[src/core/cdr_pkg.sv]
// constants, record layout and state type of the counter diagnostic record
// Function
// general diagnostic bit 0 set while a module failure is present
// general diagnostic bit 2 set on external error; bits 1, 7..5 reserved
// general diagnostic bit 3 set while any channel reports an error
// general diagnostic bit 4 set on overload at the module output
// module information bits 3..0 hold class 1000b, function module; 7..5 reserved
// module information bit 4 set: channel-specific diagnostic data present
// second diagnostic bit 3 set on internal diagnostics buffer overflow
// second diagnostic bit 6 set when a process interrupt was lost
// channel kind byte holds fixed seven-bit counter channel code, bit 7 zero
// diagnostic bits per channel byte always reads 08h
// channel count byte always reads 01h
// channel group error bit 0 set on error in channel group 0
// lost interrupt cause byte flags which event's process interrupt was lost
// timestamp field captures the microsecond ticker when the diagnostic comes in
// ticker starts at zero from power-up, counts microseconds, wraps after 2^32-1
// diagnostic withdraws when cause goes; channel events meanwhile are dropped
// reserved bits and bytes read zero; writes to the record do nothing
// a prescaler from the module clock makes exactly one tick per microsecond
package cdr_pkg;
   // clock and ticker timing
   localparam int unsigned CLK_PERIOD_NS  = 25;
   localparam int unsigned TICK_PERIOD_NS = 1000;
   localparam int unsigned TICK_CYCLES    = TICK_PERIOD_NS / CLK_PERIOD_NS;
   localparam int unsigned PRESC_W        = 6;
   localparam logic [5:0]  PRESC_LAST     = 6'(TICK_CYCLES - 1);
   localparam logic [5:0]  PRESC_ZERO     = 6'h00;
   localparam int unsigned STAMP_W        = 32;
   localparam logic [31:0] STAMP_ZERO     = 32'h0000_0000;
   localparam logic [31:0] STAMP_ONE      = 32'h0000_0001;

   // general diagnostic field positions
   localparam int unsigned GEN_MOD_FAIL = 0;
   localparam int unsigned GEN_EXT_ERR  = 2;
   localparam int unsigned GEN_CH_ERR   = 3;
   localparam int unsigned GEN_OVERLOAD = 4;

   // module information layout
   localparam logic [3:0]  CLASS_FUNCTION = 4'h8;
   localparam int unsigned MODINFO_CHINFO = 4;

   // second diagnostic field positions
   localparam int unsigned SEC_BUF_OVF  = 3;
   localparam int unsigned SEC_IRQ_LOST = 6;

   // channel group error and lost interrupt cause layout
   localparam int unsigned CHGRP_ERR0     = 0;
   localparam int unsigned LOST_W         = 5;
   localparam int unsigned LOST_GATE_OPEN = 0;
   localparam int unsigned LOST_GATE_SHUT = 1;
   localparam int unsigned LOST_LIMIT     = 2;
   localparam int unsigned LOST_COMPARE   = 3;
   localparam int unsigned LOST_LATCH     = 4;
   localparam logic [4:0]  LOST_NONE      = 5'h00;

   // fixed descriptor values
   localparam logic [7:0] DIAG_BITS_VALUE     = 8'h08;
   localparam logic [7:0] CHANNEL_COUNT_VALUE = 8'h01;
   localparam logic [7:0] BYTE_ZERO           = 8'h00;

   // record byte indexes
   localparam logic [7:0] IDX_GENERAL   = 8'h02;
   localparam logic [7:0] IDX_MODINFO   = 8'h03;
   localparam logic [7:0] IDX_RSVD_C    = 8'h04;
   localparam logic [7:0] IDX_SECOND    = 8'h05;
   localparam logic [7:0] IDX_CH_KIND   = 8'h06;
   localparam logic [7:0] IDX_DIAG_BITS = 8'h07;
   localparam logic [7:0] IDX_CH_COUNT  = 8'h08;
   localparam logic [7:0] IDX_CHGRP_ERR = 8'h09;
   localparam logic [7:0] IDX_CAUSE     = 8'h0a;
   localparam logic [7:0] IDX_STAMP0    = 8'h13;
   localparam logic [7:0] IDX_STAMP1    = 8'h14;
   localparam logic [7:0] IDX_STAMP2    = 8'h15;
   localparam logic [7:0] IDX_STAMP3    = 8'h16;

   typedef enum logic [0:0] {
      CDR_IDLE,
      CDR_ACTIVE
   } cdr_state_t;
endpackage

[src/core/cdr_rec_if.sv]
// carrier of the live diagnostic record between the top and its reader
`timescale 1ns/1ps
interface cdr_rec_if;
   logic [7:0]  general;
   logic [7:0]  second;
   logic [4:0]  cause;
   logic [31:0] stamp;

   modport producer (output general, output second, output cause, output stamp);
   modport consumer (input general, input second, input cause, input stamp);
endinterface

[src/core/cdr_top.sv]
// diagnostic record of the single channel counter function module
`timescale 1ns/1ps
module cdr_top #(
   parameter logic [6:0] CHANNEL_KIND_CODE = 7'h2a // arbitrary value
) (
   input  wire logic        sys_clk,
   input  wire logic        reset_n,
   input  wire logic        module_failure,
   input  wire logic        external_error,
   input  wire logic        output_overload,
   input  wire logic        diag_buffer_overflow,
   input  wire logic [4:0]  lost_event,
   input  wire logic        rd_req,
   input  wire logic [7:0]  rd_index,
   input  wire logic        wr_req,
   output logic [7:0]       rd_data,
   output logic             rd_ack,
   output logic             wr_ack,
   output logic             diag_active
);
   logic                reset_meta_n;
   logic                reset_sync_n;
   logic [31:0]         us_count;
   cdr_pkg::cdr_state_t state;
   cdr_pkg::cdr_state_t next_state;
   logic                buf_ovf;
   logic                next_buf_ovf;
   logic                irq_lost;
   logic                next_irq_lost;
   logic [4:0]          cause;
   logic [4:0]          next_cause;
   logic                fail_q;
   logic                ext_q;
   logic                ovl_q;
   logic [7:0]          general;
   logic [7:0]          next_general;
   logic [7:0]          second;
   logic [7:0]          next_second;
   logic [31:0]         stamp;
   logic [31:0]         next_stamp;
   logic                clr_sticky;
   logic                any_cause;

   cdr_rec_if rec ();

   // reset release through two flops
   always_ff @(posedge sys_clk or negedge reset_n) begin
      if (!reset_n) begin
         reset_meta_n <= 1'b0;
         reset_sync_n <= 1'b0;
      end else begin
         reset_meta_n <= 1'b1;
         reset_sync_n <= reset_meta_n;
      end
   end

   cdr_ticker u_ticker (
      .sys_clk  (sys_clk),
      .reset_n  (reset_sync_n),
      .us_count (us_count)
   );

   // reading the second diagnostic byte acknowledges the latched events
   assign clr_sticky = rd_req && (rd_index == cdr_pkg::IDX_SECOND);

   always_comb begin
      next_buf_ovf  = (buf_ovf && !clr_sticky) || diag_buffer_overflow;
      next_irq_lost = irq_lost && !clr_sticky;
      next_cause    = clr_sticky ? cdr_pkg::LOST_NONE : cause;
      // channel events only stored while no diagnostic is pending
      if (state == cdr_pkg::CDR_IDLE && lost_event != cdr_pkg::LOST_NONE) begin
         next_irq_lost = 1'b1;
         next_cause    = lost_event;
      end
      any_cause = module_failure || external_error || output_overload
                  || next_buf_ovf || next_irq_lost;
      next_state = state;
      case (state)
         cdr_pkg::CDR_IDLE: begin
            if (any_cause) begin
               next_state = cdr_pkg::CDR_ACTIVE;
            end
         end
         cdr_pkg::CDR_ACTIVE: begin
            if (!any_cause) begin
               next_state = cdr_pkg::CDR_IDLE;
            end
         end
         default: next_state = cdr_pkg::CDR_IDLE;
      endcase
      next_stamp = stamp;
      if (state == cdr_pkg::CDR_IDLE && next_state == cdr_pkg::CDR_ACTIVE) begin
         next_stamp = us_count;
      end
   end

   always_comb begin
      next_general                        = cdr_pkg::BYTE_ZERO;
      next_general[cdr_pkg::GEN_MOD_FAIL] = module_failure;
      next_general[cdr_pkg::GEN_EXT_ERR]  = external_error;
      next_general[cdr_pkg::GEN_CH_ERR]   = next_cause != cdr_pkg::LOST_NONE;
      next_general[cdr_pkg::GEN_OVERLOAD] = output_overload;
      next_second                         = cdr_pkg::BYTE_ZERO;
      next_second[cdr_pkg::SEC_BUF_OVF]   = next_buf_ovf;
      next_second[cdr_pkg::SEC_IRQ_LOST]  = next_irq_lost;
   end

   always_ff @(posedge sys_clk or negedge reset_sync_n) begin
      if (!reset_sync_n) begin
         state       <= cdr_pkg::CDR_IDLE;
         buf_ovf     <= 1'b0;
         irq_lost    <= 1'b0;
         cause       <= cdr_pkg::LOST_NONE;
         general     <= cdr_pkg::BYTE_ZERO;
         second      <= cdr_pkg::BYTE_ZERO;
         stamp       <= cdr_pkg::STAMP_ZERO;
         fail_q      <= 1'b0;
         ext_q       <= 1'b0;
         ovl_q       <= 1'b0;
         diag_active <= 1'b0;
      end else begin
         state       <= next_state;
         buf_ovf     <= next_buf_ovf;
         irq_lost    <= next_irq_lost;
         cause       <= next_cause;
         general     <= next_general;
         second      <= next_second;
         stamp       <= next_stamp;
         fail_q      <= module_failure;
         ext_q       <= external_error;
         ovl_q       <= output_overload;
         diag_active <= next_state == cdr_pkg::CDR_ACTIVE;
      end
   end

   assign rec.general = general;
   assign rec.second  = second;
   assign rec.cause   = cause;
   assign rec.stamp   = stamp;

   cdr_reader #(
      .CHANNEL_KIND_CODE (CHANNEL_KIND_CODE)
   ) u_reader (
      .sys_clk  (sys_clk),
      .reset_n  (reset_sync_n),
      .rec      (rec),
      .rd_req   (rd_req),
      .rd_index (rd_index),
      .wr_req   (wr_req),
      .rd_data  (rd_data),
      .rd_ack   (rd_ack),
      .wr_ack   (wr_ack)
   );
endmodule

[src/core/cdr_ticker.sv]
// free running microsecond ticker with its clock prescaler
`timescale 1ns/1ps
module cdr_ticker (
   input  wire logic        sys_clk,
   input  wire logic        reset_n,
   output logic [31:0]      us_count
);
   logic [5:0]  presc;
   logic [5:0]  next_presc;
   logic [31:0] next_us_count;

   always_comb begin
      next_presc    = presc + 6'h01;
      next_us_count = us_count;
      if (presc == cdr_pkg::PRESC_LAST) begin
         next_presc    = cdr_pkg::PRESC_ZERO;
         next_us_count = us_count + cdr_pkg::STAMP_ONE;
      end
   end

   always_ff @(posedge sys_clk or negedge reset_n) begin
      if (!reset_n) begin
         presc    <= cdr_pkg::PRESC_ZERO;
         us_count <= cdr_pkg::STAMP_ZERO;
      end else begin
         presc    <= next_presc;
         us_count <= next_us_count;
      end
   end
endmodule

[src/core/cdr_reader.sv]
// byte read port of the diagnostic record with fixed descriptor bytes
`timescale 1ns/1ps
module cdr_reader #(
   parameter logic [6:0] CHANNEL_KIND_CODE = 7'h2a
) (
   input  wire logic        sys_clk,
   input  wire logic        reset_n,
   cdr_rec_if.consumer      rec,
   input  wire logic        rd_req,
   input  wire logic [7:0]  rd_index,
   input  wire logic        wr_req,
   output logic [7:0]       rd_data,
   output logic             rd_ack,
   output logic             wr_ack
);
   logic [7:0] next_rd_data;
   logic [7:0] modinfo;

   always_comb begin
      modinfo                          = {4'h0, cdr_pkg::CLASS_FUNCTION};
      modinfo[cdr_pkg::MODINFO_CHINFO] = 1'b1;
      next_rd_data                     = cdr_pkg::BYTE_ZERO;
      if (rd_req) begin
         case (rd_index)
            cdr_pkg::IDX_GENERAL:   next_rd_data = rec.general;
            cdr_pkg::IDX_MODINFO:   next_rd_data = modinfo;
            cdr_pkg::IDX_SECOND:    next_rd_data = rec.second;
            cdr_pkg::IDX_CH_KIND:   next_rd_data = {1'b0, CHANNEL_KIND_CODE};
            cdr_pkg::IDX_DIAG_BITS: next_rd_data = cdr_pkg::DIAG_BITS_VALUE;
            cdr_pkg::IDX_CH_COUNT:  next_rd_data = cdr_pkg::CHANNEL_COUNT_VALUE;
            cdr_pkg::IDX_CHGRP_ERR: next_rd_data = {7'h00, |rec.cause};
            cdr_pkg::IDX_CAUSE:     next_rd_data = {3'h0, rec.cause};
            cdr_pkg::IDX_STAMP0:    next_rd_data = rec.stamp[31:24];
            cdr_pkg::IDX_STAMP1:    next_rd_data = rec.stamp[23:16];
            cdr_pkg::IDX_STAMP2:    next_rd_data = rec.stamp[15:8];
            cdr_pkg::IDX_STAMP3:    next_rd_data = rec.stamp[7:0];
            default:                next_rd_data = cdr_pkg::BYTE_ZERO;
         endcase
      end
   end

   // writes are acknowledged but never touch the record
   always_ff @(posedge sys_clk or negedge reset_n) begin
      if (!reset_n) begin
         rd_data <= cdr_pkg::BYTE_ZERO;
         rd_ack  <= 1'b0;
         wr_ack  <= 1'b0;
      end else begin
         rd_data <= next_rd_data;
         rd_ack  <= rd_req;
         wr_ack  <= wr_req;
      end
   end
endmodule

[config.mk]
export PLATFORM = sky130hd
export DESIGN_NAME = cdr_top
export DESIGN_NICKNAME = d
export VERILOG_FILES = /design/src/core/cdr_pkg.sv /design/src/core/cdr_rec_if.sv /design/src/core/cdr_top.sv /design/src/core/cdr_ticker.sv /design/src/core/cdr_reader.sv
export SDC_FILE = /design/constraint.sdc
export NUM_CORES = 1
export LEC_CHECK = 0
export BUFFER_PORTS_ARGS = -buffer_cell sky130_fd_sc_hd__buf_4
export CAP_MARGIN = 25
export CORE_UTILIZATION = 60
export DETAILED_ROUTE_END_ITERATION = 8
export GPL_TIMING_DRIVEN = 0
export PLACE_DENSITY = 0.82
export SYNTH_ARGS = -nofsm -noshare
export SYNTH_HDL_FRONTEND = slang
export SYNTH_SLANG_ARGS = --single-unit
[constraint.sdc]
create_clock -name sys_clk -period 3.2 [get_ports sys_clk]
set_clock_uncertainty 0.05 [all_clocks]
set_input_delay 0.32 -clock sys_clk [delete_from_list [all_inputs] [get_ports sys_clk]]
set_output_delay 0.32 -clock sys_clk [all_outputs]
set_load 0.05 [all_outputs]
; Word level (Yosys, flattened, before mapping)
; Index checks and enable logic that the tools add are counted.
[totals]
input_bits = 21
out_inout_bits = 11
wordCells = 51
ff_bits = 96
[op_classes]
eq_ne = 13
bitwise = 1
n_reduce_logical = 14
add_sub_neg = 2
muxes = 7
[ops]
columns = operator, count
row1 = one-hot mux 8 bit (12 select lines), 1
row2 = "adder 32 x 1 -> 32 bit, second input constant", 1
row3 = "== test 8 x 5 -> 1 bit, second input constant", 4
row4 = "== test 8 x 3 -> 1 bit, second input constant", 3
row5 = "== test 8 x 4 -> 1 bit, second input constant", 3
row6 = "== test 8 x 2 -> 1 bit, second input constant", 2
row7 = two-way mux 5 bit, 2
row8 = nonzero test 5 bit, 2
row9 = two-way mux 8 bit, 1
row10 = "adder 6 x 1 -> 6 bit, second input constant", 1
row11 = "== test 6 bit, second input constant", 1
row12 = two-way mux 6 bit, 1
row13 = logical AND 1 bit, 5
row14 = logical OR 1 bit, 5
row15 = OR reduction 5 bit, 1
row16 = two-way mux 1 bit, 2
row17 = logical NOT 1 bit, 1
row18 = NOT 1 bit, 1

; Longest topological paths before layout
; Gate-level depths: netlist (run 1).
[logic_depth]
ltp_word = 9
depth_mapped = 6
depth_no_buf = 5

; Modules after synthesis
; Synthesis (run 1) repeated with hierarchy kept, for this count alone.
[unflattened]
hier_cells = 373
hier_area_um2 = 4568.1
[modules_own_cells]
columns = module, cells_each, seq_area_each_um2, area_each_um2, n_inst
row1 = cdr_top, 109, 1151.1, 1854.3, 1
row2 = cdr_ticker, 147, 950.9, 1751.7, 1
row3 = cdr_reader, 117, 250.2, 962.2, 1

; Worst setup path before layout (run 1)
; Ideal clock, no wire load.
[synth_path]
path_type = in2reg
start = in rd_index[5]
end = reg stamp[10], in the netlist rec.stamp[10]
n_path_buf = 2
arrival_ns = 2.019
required_time_ns = 3.025
setup_ns = 0.125
path_stages = 6
slack_ns = 1.006
path_cell_list = or4b_1 buf_6 o41ai_4 a31oi_4 buf_6 mux2_4
[synth_via]
elab_chain_cells = 9
elab_cells_between_ends = 11
classes_between = eq/ne (1) / mux (2) / reduce/logical (8)
[synth_rtl]
columns = element, line
row1 = "start, declared", cdr_top.sv:14  ; input wire logic [7:0] rd_index,
row2 = == test 8 x 3 -> 1 bit *, cdr_top.sv:64  ; assign clr_sticky = rd_req && (rd_index == cdr_pkg::IDX_SECOND);
row3 = logical AND 1 bit *, cdr_top.sv:64
row4 = logical NOT 1 bit *, "cdr_top.sv:67, cdr_top.sv:68"
row5 = logical AND 1 bit, cdr_top.sv:67  ; next_buf_ovf = (buf_ovf && !clr_sticky) || diag_buffer_overflow;
row6 = logical OR 1 bit, cdr_top.sv:67
row7 = logical OR 1 bit, cdr_top.sv:76  ; || next_buf_ovf || next_irq_lost;
row8 = logical OR 1 bit *, cdr_top.sv:76
row9 = two-way mux 1 bit *, "cdr_top.sv:80, cdr_top.sv:85"
row10 = logical AND 1 bit *, cdr_top.sv:92  ; if (state == cdr_pkg::CDR_IDLE && next_state == cdr_pkg::CDR_ACTIVE) begin
row11 = "end signal, assigned", cdr_top.sv:116  ; stamp <= cdr_pkg::STAMP_ZERO;
row12 = "end signal, assigned", cdr_top.sv:128  ; stamp <= next_stamp;
row13 = "end, declared", cdr_top.sv:39  ; logic [31:0] stamp;
; Mark *: on every way between the ends. The rest lies on a longest branch, timed or not.
; A chain may end at the register's enable or synchronous reset.

; Worst setup path in the final report (run 1)
[layout_path]
start = reg u_ticker.presc[3]
end = reg u_ticker.us_count[29]
[layout_via]
elab_chain_cells = 1
[layout_rtl]
columns = element, line
row1 = "start, declared", cdr_ticker.sv:8  ; logic [5:0] presc;
row2 = "start signal, assigned", cdr_ticker.sv:23  ; presc <= cdr_pkg::PRESC_ZERO;
row3 = "start signal, assigned", cdr_ticker.sv:26  ; presc <= next_presc;
row4 = == test 6 bit, cdr_ticker.sv:15  ; if (presc == cdr_pkg::PRESC_LAST) begin
row5 = "end signal, assigned", cdr_ticker.sv:24  ; us_count <= cdr_pkg::STAMP_ZERO;
row6 = "end signal, assigned", cdr_ticker.sv:27  ; us_count <= next_us_count;
row7 = "end, declared", cdr_ticker.sv:6  ; output logic [31:0] us_count
; Every way passes these cells.

==> flow_metrics.env, run 1 <==
export IMPL_arrival_ns=2.51
export IMPL_grt_pass1_vias=2827
export IMPL_synth_fa_ha_area_share_pct=0.562
export IMPL_postCtsResizedCells=0
export IMPL_status="complete, no violations"
export IMPL_io_pin_count=32
export IMPL_synth_nets=389
export IMPL_synth_top_family_by_area="simple AND/OR/NAND/NOR gates"
export IMPL_startpoint_type="register"
export IMPL_cts_tree="built"
export IMPL_routed_wl_mm=9.13
export IMPL_cp_top_family="simple AND/OR/NAND/NOR gates"
export IMPL_num_fill_cells=543
export IMPL_grt_ovfl_total=0
export IMPL_grt_pass1_wl_mm=14.5
export IMPL_synth_area_leaders="dfrtp_1 53%, mux2_4 10%, xor2_1 4.1%"
export IMPL_place_area_mm2=0.00483
export IMPL_vias_per_cell=5.92
export IMPL_p_int_mw=1.64
export IMPL_reg2reg_slack_ns=0.86
export IMPL_die_x_um=88.1
export IMPL_combPwrFrac_pct=5.0
export IMPL_async_flop_share_pct=100
export IMPL_crit_buf_inv=0
export IMPL_finalSetupViolCount=0
export IMPL_worstReg2RegStart="u_ticker.presc[3]$_DFF_PN0_"
export IMPL_path_clk_slew_ns=0.09
export IMPL_worst_pin_slew_ns=0.604
export IMPL_p_switching_uw=462
export IMPL_slowest_delay_ns=0.59
export IMPL_clk_latency_ns=0.35
export IMPL_min_period_ns=2.34
export IMPL_post_drt_wl_per_cell_um=17.8
export IMPL_initial_core_util_pct=61.7
export IMPL_crit_type="reg2reg"
export IMPL_synth_xor_area_share_pct=6.89
export IMPL_syn_area_per_cell_um2=12.2
export IMPL_cp_max_fo=7
export IMPL_drt_iter0_markers=171
export IMPL_yosys_warnings=0
export IMPL_area_growth_syn_to_layout_pct=13.5
export IMPL_max_freq_mhz=428
export IMPL_fp_dieH_um=88.1
export IMPL_grt_setup_unrepaired="false"
export IMPL_synth_mux_area_share_pct=13.0
export IMPL_cts_root_buf="clkbuf_8"
export IMPL_regArea_mm2=0.00236
export IMPL_fp_coreArea_mm2=0.00721
export IMPL_hold_violations=0
export IMPL_syn_instance_count=366
export IMPL_slew_viol_final=0
export IMPL_crit_start="u_ticker.presc[3]$_DFF_PN0_"
export IMPL_numCtsBuffers=9
export IMPL_vias=3045
export IMPL_final_area_mm2=0.00505
export IMPL_ys_types=52
export IMPL_clockBufferDepth=2
export IMPL_required_ns=3.37
export IMPL_ys_ff_latch=94
export IMPL_synth_simple_area_share_pct=15.0
export IMPL_postRouteAntennaNets=0
export IMPL_p_leak_nw=2.32
export IMPL_seqPwrFrac_pct=57.4
export IMPL_ys_seq_area_share_pct=52.9
export IMPL_fin_nets=433
export IMPL_synth_area_mm2=0.00445
export IMPL_drt_first_pass_iters=4
export IMPL_synth_edf_count=0
export IMPL_p_total_mw=2.10
export IMPL_htreeDepth=3
export IMPL_synth_compound_area_share_pct=8.63
export IMPL_grt_antenna_before_repair=0
export IMPL_worstHoldPathType="in2reg"
export IMPL_critPathSlowestCell="nor4bb_1"
export IMPL_ir_drop_mv=0.259
export IMPL_drive_gt1_share_pct=22.7
export IMPL_num_rows=31
export IMPL_gp_congestion=0.890
export IMPL_synth_common_cells="94 x dfrtp_1, 30 x mux2_4, 21 x xor2_1"
export IMPL_sw_frac_of_total_pct=22.0
export IMPL_port_buffers=30
export IMPL_cap_violations=0
export IMPL_max_slew_margin_pct=59.2
export IMPL_drcViolationCount=0
export IMPL_grt_max_degree=58
export IMPL_fp_dieArea_mm2=0.00777
export IMPL_p_clk_share_pct=37.6
export IMPL_dpl_hpwl_mm=6.68
export IMPL_period_share_pct=73.1
export IMPL_p_per_area_mw_per_mm2=416
export IMPL_clock_sinks=94
export IMPL_end_kind="register"
export IMPL_multiInputGateArea_mm2=0.00196
export IMPL_yosysTopAreaCell="dfrtp_1"
export IMPL_min_from="output_overload"
export IMPL_synth_top_area_share_pct=52.9
export IMPL_ys_flop_type="dfrtp_1"
export IMPL_grt_total_usage_pct=25.2
export IMPL_crit_chain="nor4bb_1, nand4_1, nor4_1, xor2_1"
export IMPL_num_antenna_cells=0
export IMPL_yosysMostFrequentCell="dfrtp_1"
-- layout by cell type (no fill, tap or decap), drive strengths merged, types with 5 or more instances in the layout --
cell and n:
nand3 15, nand2 18, a21oi 7, buf 37, xnor2 14, nand4 6
xor2 21, dfrtp 94, inv 11, nand2b 6, and3 6, a211oi 6
nor2 12, nor3 20, a22o 5, and4 5, mux2i 6, clkbuf 24
mux2 36, nor4 9
-- path summary, 6_finish.rpt --
kind | end | depth (start not counted)
max in group asynchronous | general[3]$_DFF_PN0_ | 1
setup / recovery | u_ticker.us_count[29]$_DFFE_PN0N_ | 4
min in group asynchronous | reset_sync_n$_DFF_PN0_ | 2
hold reg to reg | u_ticker.us_count[19]$_DFFE_PN0N_ | 0
setup reg to reg | u_ticker.us_count[29]$_DFFE_PN0N_ | 4
hold / removal | general[4]$_DFF_PN0_ | 1
-- final cells by class --
class,count,share of cell area (%)
Buffer,17,1.86
Tap cell,99,2.45
Sequential cell,94,46.6
Clock buffer,13,3.15
Clock inverter,3,0.842
Multi-Input combinational cell,244,38.9
Inverter,11,0.817
Timing Repair Buffer,33,5.40
-- layer usage --
layer	GRT usage (%)	wire length [µm]
met4	12.6	249
met2	39.2	4420
met3	4.52	384
met5	0	0
met1	34.1	4080
-- metrics by stage --
step / util, % / cells / TNS (ns) / hold slack, ns / setup slack, ns
finish: 70.0 / 514 / 0 / 0.0270 / 0.862
global route: 70.0 / 514 / 0 / 0.00921 / 0.777
CTS: 69.9 / 513 / 0 / 0.00384 / 0.866
detailed placement: 67.0 / 496 / 0 / 0.0535 / 0.719
global placement: 66.5 / 495 / -48.18 / 0.0528 / -0.529
floorplan: - / 366 / 0 / -0.0256 / 0.338
-- registers in the layout (all words and copies together) (netlist names) --
| signal | count |
|---|---|
| reset_meta_n | 1 |
| u_reader.wr_ack | 1 |
| u_reader.rd_ack | 1 |
| state | 1 |
| cause | 5 |
| general | 4 |
| u_ticker.presc | 6 |
| reset_sync_n | 1 |
| u_ticker.us_count | 32 |
| u_reader.rd_data | 8 |
| rec.stamp | 32 |
| rec.second | 2 |
-- power by group through the flow --
| stage | Clock, mW | Sequential [mW] | Combinational, mW |
|---|---|---|---|
| 2_1_floorplan | 0 | 1.24 | 0.0429 |
| 3_3_place_gp | 0 | 1.24 | 0.0840 |
| 3_5_place_dp | 0 | 1.23 | 0.102 |
| 4_1_cts | 0.806 | 1.21 | 0.104 |
| 5_1_grt | 0.859 | 1.21 | 0.114 |
| 6_report | 0.791 | 1.21 | 0.105 |
-- cells by family (layout without fill, tap and decap cells) --
logic type                 after synthesis  count (layout)
and+or+nand+nor                        117             117
DFF                                     94              94
AOI/OAI and AO/OA                       47              47
muxes                                   42              42
xor gates and xnor gates                35              35
buffers and inverters                   28              77
adders and majority gates                2               2
other                                    1               1
-- repair_timing --
action                    4_1_cts  5_1_grt
setup buffers                   0        0
hold buffers                    1        1
hold endpoints to repair        2        1
(Power assumes the default switching activity.)
==> inputs of run 2 (changes only) <==
CORE_UTILIZATION = 54   (was 60)
PLACE_DENSITY = 0.78   (was 0.82)
clock period = 1.9 ns   (was 3.2 ns; I/O delays follow)
==> run 2 against run 1 <==
Sequential cell count did not move. Wire length up 3.5%. Total power rose by 69%. Die area is 11% higher. Design area is 5.5% higher. Sequential share of layout area down 2.4 points. Cell count increased by 3.1%. Largest cell class unchanged. Highest routed layer unchanged.
==> flow_metrics.env, run 2 (synthesized netlist as in run 1, its figures left out) <==
export IMPL_num_rows=32
export IMPL_fp_dieH_um=92.8
export IMPL_slowest_delay_ns=0.54
export IMPL_clk_latency_ns=0.36
export IMPL_dp_cells=499
export IMPL_p_switching_uw=819
export IMPL_routed_wl_mm=9.46
export IMPL_drcViolationCount=0
export IMPL_end_kind="register"
export IMPL_cp_max_fo=10
export IMPL_finalSetupViolCount=0
export IMPL_crit_buf_inv=2
export IMPL_grt_ovfl_total=0
export IMPL_post_drt_wl_per_cell_um=17.8
export IMPL_final_area_mm2=0.00533
export IMPL_htreeDepth=3
export IMPL_path_clk_slew_ns=0.09
export IMPL_status="complete, no violations"
export IMPL_critPathSlowestCell="or4b_4"
export IMPL_max_slew_margin_pct=60.7
export IMPL_grt_pass1_vias=3218
export IMPL_cp_top_family="compound AO/OA/AOI/OAI gates"
export IMPL_combPwrFrac_pct=5.3
export IMPL_numCtsBuffers=9
export IMPL_drive_gt1_share_pct=29.9
export IMPL_setup_slack_ns=0.0361
export IMPL_grt_antenna_before_repair=0
export IMPL_sw_frac_of_total_pct=23.0
export IMPL_die_x_um=92.8
export IMPL_grt_pass1_wl_mm=16.0
export IMPL_largestRegisters="rec.stamp: 32 flops, u_ticker.us_count: 32 flops, u_reader.rd_data: 8 flops"
export IMPL_slew_viol_final=0
export IMPL_place_ws_ns=-0.429
export IMPL_p_leak_nw=2.42
export IMPL_ir_drop_mv=0.377
export IMPL_worstHoldPathType="in2reg"
export IMPL_drt_first_pass_iters=4
export IMPL_seqPwrFrac_pct=57.0
export IMPL_port_buffers=30
export IMPL_min_period_ns=1.86
export IMPL_clockBufferDepth=2
export IMPL_initial_core_util_pct=56.7
export IMPL_fp_dieArea_mm2=0.00861
export IMPL_io_pin_count=32
export IMPL_cts_tree="built"
export IMPL_startpoint_type="primary input"
export IMPL_p_per_area_mw_per_mm2=667
export IMPL_hold_violations=0
export IMPL_fp_coreArea_mm2=0.00785
export IMPL_place_area_mm2=0.00484
export IMPL_crit_type="in2reg"
export IMPL_arrival_ns=2.06
export IMPL_reg2reg_slack_ns=0.08
export IMPL_fin_nets=446
export IMPL_grt_setup_unrepaired="true"
export IMPL_max_freq_mhz=536
export IMPL_dpl_hpwl_mm=6.65
export IMPL_num_antenna_cells=0
export IMPL_required_ns=2.10
export IMPL_drt_iter0_markers=155
export IMPL_area_growth_syn_to_layout_pct=19.8
export IMPL_gp_congestion=0.930
export IMPL_stdcell_count=530
export IMPL_grt_max_degree=60
export IMPL_period_share_pct=98.1
export IMPL_crit_chain="buf_4, or4b_4, o41ai_4, a31oi_4, buf_6, mux2_4"
export IMPL_worst_pin_slew_ns=0.584
export IMPL_cap_violations=0
export IMPL_grt_total_usage_pct=24.0
export IMPL_p_clk_share_pct=37.7
export IMPL_layout_commonest_cell="dfrtp_1"
export IMPL_most_common_layout_cells="89 x dfrtp_1, 39 x buf_4, 30 x mux2_4"
export IMPL_p_int_mw=2.74
export IMPL_vias=3064
export IMPL_clock_sinks=94
export IMPL_vias_per_cell=5.78
export IMPL_cts_root_buf="clkbuf_8"
export IMPL_postRouteAntennaNets=0
## run 2: changes by cell type in the layout (fill, tap and decap cells not counted), sizes merged
cell,before,now
buf,37,46
clkinvlp,1,2
inv,11,13
dlygate4sd3,2,7
clkbuf,24,20
## run 2: path summary, 6_finish.rpt
check | from | to | depth (start not counted)
max | rd_index[7] | rec.stamp[19]$_DFFE_PN0P_ | 6
max in group asynchronous | reset_sync_n$_DFF_PN0_ | u_ticker.us_count[7]$_DFFE_PN0N_ | 1
max reg2reg | u_ticker.presc[4]$_DFF_PN0_ | u_ticker.us_count[28]$_DFFE_PN0N_ | 4
min reg2reg | reset_sync_n$_DFF_PN0_ | u_ticker.us_count[21]$_DFFE_PN0N_ | 0
min | lost_event[3] | cause[3]$_DFF_PN0_ | 2
min in group asynchronous | reset_n | reset_sync_n$_DFF_PN0_ | 2
## run 2: layout make-up
type / instances / area (µm²)
Buffer: 14 / 80.1
Clock buffer: 10 / 138
Clock inverter: 6 / 67.6
Fill cell: 575 / 2510
Inverter: 11 / 41.3
Multi-Input combinational cell: 244 / 2090
Sequential cell: 94 / 2360
Tap cell: 102 / 128
Timing Repair Buffer: 49 / 427
## run 2: power groups by stage
stage	Combinational [mW]	Sequential [mW]	Clock, mW
floorplan	0.0728	2.09	0
global placement	0.142	2.09	0
detailed placement	0.175	2.07	0
CTS	0.186	2.03	1.37
global route	0.207	2.03	1.46
finish	0.189	2.03	1.34
## run 2: what timing repair did
item	in CTS	in global routing
setup buffers	8	2
hold endpoints to repair	8	1
hold buffers	6	1
pin swaps	3	2
resized for setup	9	21
gates cloned	1	0
setup endpoints to repair	51	45
## run 2: layer usage
metal / routed length, µm / part of all wire, % / vias to the layer above / track usage, %
li1: - / - / 1448 / -
met1: 4190 / 44 / 1526 / 32.0
met2: 4750 / 50 / 73 / 38.8
met3: 358 / 3.8 / 17 / 5.42
met4: 159 / 1.7 / 0 / 8.33
met5: 0 / 0 / - / 0
## run 2: metrics by stage
step                hold slack [ns]  power [mW]  util (%)  setup TNS [ns]
finish                       0.0188        3.56      68.0               0
global placement            -0.0776        2.23      61.3          -33.90
floorplan                    -0.156        2.16         -           -4.44
CTS                         -0.0935        3.59      66.5        -0.00192
global route                 0.0154        3.70      68.0         -0.0560
detailed placement          -0.0761        2.24      61.7          -18.09
==> inputs of run 3 (changes only) <==
PLACE_DENSITY = 0.75   (was 0.78)
==> run 3 against run 2 <==
The flow now finishes with violations (setup timing). Wire length rose by 2.2%. Hold slack better by 0.0049 ns. Utilization grew 1.7 points. Worst setup slack lost 0.086 ns.
==> flow_metrics.env, run 3 (synthesized netlist as in run 1, its figures left out) <==
export IMPL_fp_coreArea_mm2=0.00785
export IMPL_drcViolationCount=0
export IMPL_cts_tree="built"
export IMPL_regArea_mm2=0.00236
export IMPL_status="complete, but fails checks"
export IMPL_grt_pass1_wl_mm=15.7
export IMPL_worst_pin_slew_ns=0.580
export IMPL_finalSetupTns_ns=-0.934
export IMPL_fin_nets=448
export IMPL_period_share_pct=103
export IMPL_drive_gt1_share_pct=30.5
export IMPL_grt_setup_unrepaired="true"
export IMPL_stdcell_count=532
export IMPL_fp_dieArea_mm2=0.00861
export IMPL_p_per_area_mw_per_mm2=673
export IMPL_grt_total_usage_pct=23.9
export IMPL_gp_congestion=0.897
export IMPL_vias=3096
export IMPL_clock_sinks=94
export IMPL_max_slew_margin_pct=61.0
export IMPL_io_pin_count=32
export IMPL_violations="setup timing"
export IMPL_fp_dieH_um=92.8
export IMPL_arrival_ns=2.15
export IMPL_layout_commonest_cell="dfrtp_1"
export IMPL_cts_root_buf="clkbuf_8"
export IMPL_min_period_ns=1.95
export IMPL_crit_type="in2reg"
export IMPL_required_ns=2.10
export IMPL_crit_buf_inv=3
export IMPL_grt_antenna_before_repair=0
export IMPL_slew_viol_final=0
export IMPL_cp_max_fo=5
export IMPL_num_antenna_cells=0
export IMPL_die_x_um=92.8
export IMPL_vias_per_cell=5.82
export IMPL_multiInputGateArea_mm2=0.00212
export IMPL_most_common_layout_cells="89 x dfrtp_1, 36 x buf_4, 30 x mux2_4"
export IMPL_grt_pass1_vias=3120
export IMPL_clockBufferDepth=2
export IMPL_htreeDepth=3
export IMPL_port_buffers=30
export IMPL_drt_iter0_markers=115
export IMPL_routed_wl_mm=9.66
export IMPL_utilization_pct=69.7
export IMPL_initial_core_util_pct=56.7
export IMPL_cp_top_family="compound AO/OA/AOI/OAI gates"
export IMPL_drt_first_pass_iters=4
export IMPL_worstHoldPathType="in2reg"
export IMPL_area_growth_syn_to_layout_pct=22.9
export IMPL_dp_cells=499
export IMPL_crit_chain="buf_8, or4b_4, o41ai_4, a31oi_4, buf_6, clkbuf_16, mux2_4"
export IMPL_finalSetupViolCount=31
export IMPL_clk_latency_ns=0.37
export IMPL_p_leak_nw=2.49
export IMPL_p_total_mw=3.68
export IMPL_largestRegisters="rec.stamp: 32 flops, u_ticker.us_count: 32 flops, u_reader.rd_data: 8 flops"
export IMPL_place_area_mm2=0.00484
export IMPL_post_drt_wl_per_cell_um=18.2
export IMPL_max_freq_mhz=513
export IMPL_setup_slack_ns=-0.0502
export IMPL_slowest_delay_ns=0.57
export IMPL_numCtsBuffers=9
export IMPL_final_area_mm2=0.00547
export IMPL_num_fill_cells=591
export IMPL_hold_violations=0
export IMPL_dpl_hpwl_mm=6.56
export IMPL_path_clk_slew_ns=0.09
export IMPL_critPathSlowestCell="or4b_4"
export IMPL_ir_drop_mv=0.442
export IMPL_grt_ovfl_total=0
export IMPL_num_rows=32
export IMPL_grt_max_degree=56
export IMPL_end_kind="register"
export IMPL_startpoint_type="primary input"
export IMPL_cap_violations=0
export IMPL_postRouteAntennaNets=0
run 3: cell types whose count changed in the layout (fill, tap and decap cells not counted), sizes merged:
cell | before | now
clkinv | 1 | 0
bufbuf | 0 | 1
buf | 46 | 47
bufinv | 1 | 2
run 3: per-layer routing:
layer	part of all wire (%)	vias up	global-route usage, %
li1	-	1451	-
met1	46	1539	32.6
met2	47	82	36.3
met3	4.7	24	5.42
met4	2.6	0	11.2
met5	0	-	0
run 3: per-stage QoR:
step | setup WS (ns) | hold WS (ns)
2_1_floorplan | -0.148 | -0.156
3_3_place_gp | -0.418 | -0.0776
3_5_place_dp | -0.438 | -0.0749
4_1_cts | -0.0362 | 0.0133
5_1_grt | -0.0809 | 0.0132
6_report | -0.0502 | 0.0238
run 3: final timing paths:
check / slack [ns] / cells past startpoint / to / from
hold reg to reg: 0.25 / 0 / u_ticker.us_count[23]$_DFFE_PN0N_ / reset_sync_n$_DFF_PN0_
hold / removal: 0.02 / 2 / cause[3]$_DFF_PN0_ / lost_event[3]
setup / recovery: -0.05 / 7 / rec.stamp[10]$_DFFE_PN0P_ / rd_index[6]
min in group asynchronous: 0.08 / 2 / reset_sync_n$_DFF_PN0_ / reset_n
setup reg to reg: 0.09 / 6 / rec.stamp[10]$_DFFE_PN0P_ / rec.second[6]$_DFF_PN0_
max in group asynchronous: 0.93 / 1 / u_ticker.presc[3]$_DFF_PN0_ / reset_sync_n$_DFF_PN0_
run 3: layout make-up:
type | count | share of cell area (%)
Sequential cell | 94 | 43.2
Clock buffer | 10 | 2.33
Timing Repair Buffer | 51 | 9.18
Tap cell | 102 | 2.33
Clock inverter | 6 | 1.69
Multi-Input combinational cell | 244 | 38.8
Inverter | 11 | 0.755
Buffer | 14 | 1.72
run 3: worst reg2reg max path: stages, from the launching register on:
cell and delay, ns:
dfrtp_1 0.41, or2_2 0.33, o41ai_4 0.08, a31oi_4 0.20, buf_6 0.19, clkbuf_16 0.16
mux2_4 0.29
run 3: power breakdown:
group          total [mW]  internal, mW  switching, mW
Combinational       0.189        0.0801          0.109
Clock                1.46         0.751          0.713
Sequential           2.03          2.01         0.0196
Total                3.68          2.84          0.841
run 3: what timing repair did:
action,CTS,global route
cloned,2,1
resized for setup,14,28
hold endpoints to repair,8,0
setup endpoints to repair,50,56
pin swaps,4,5
setup buffers,8,2
hold buffers,7,0
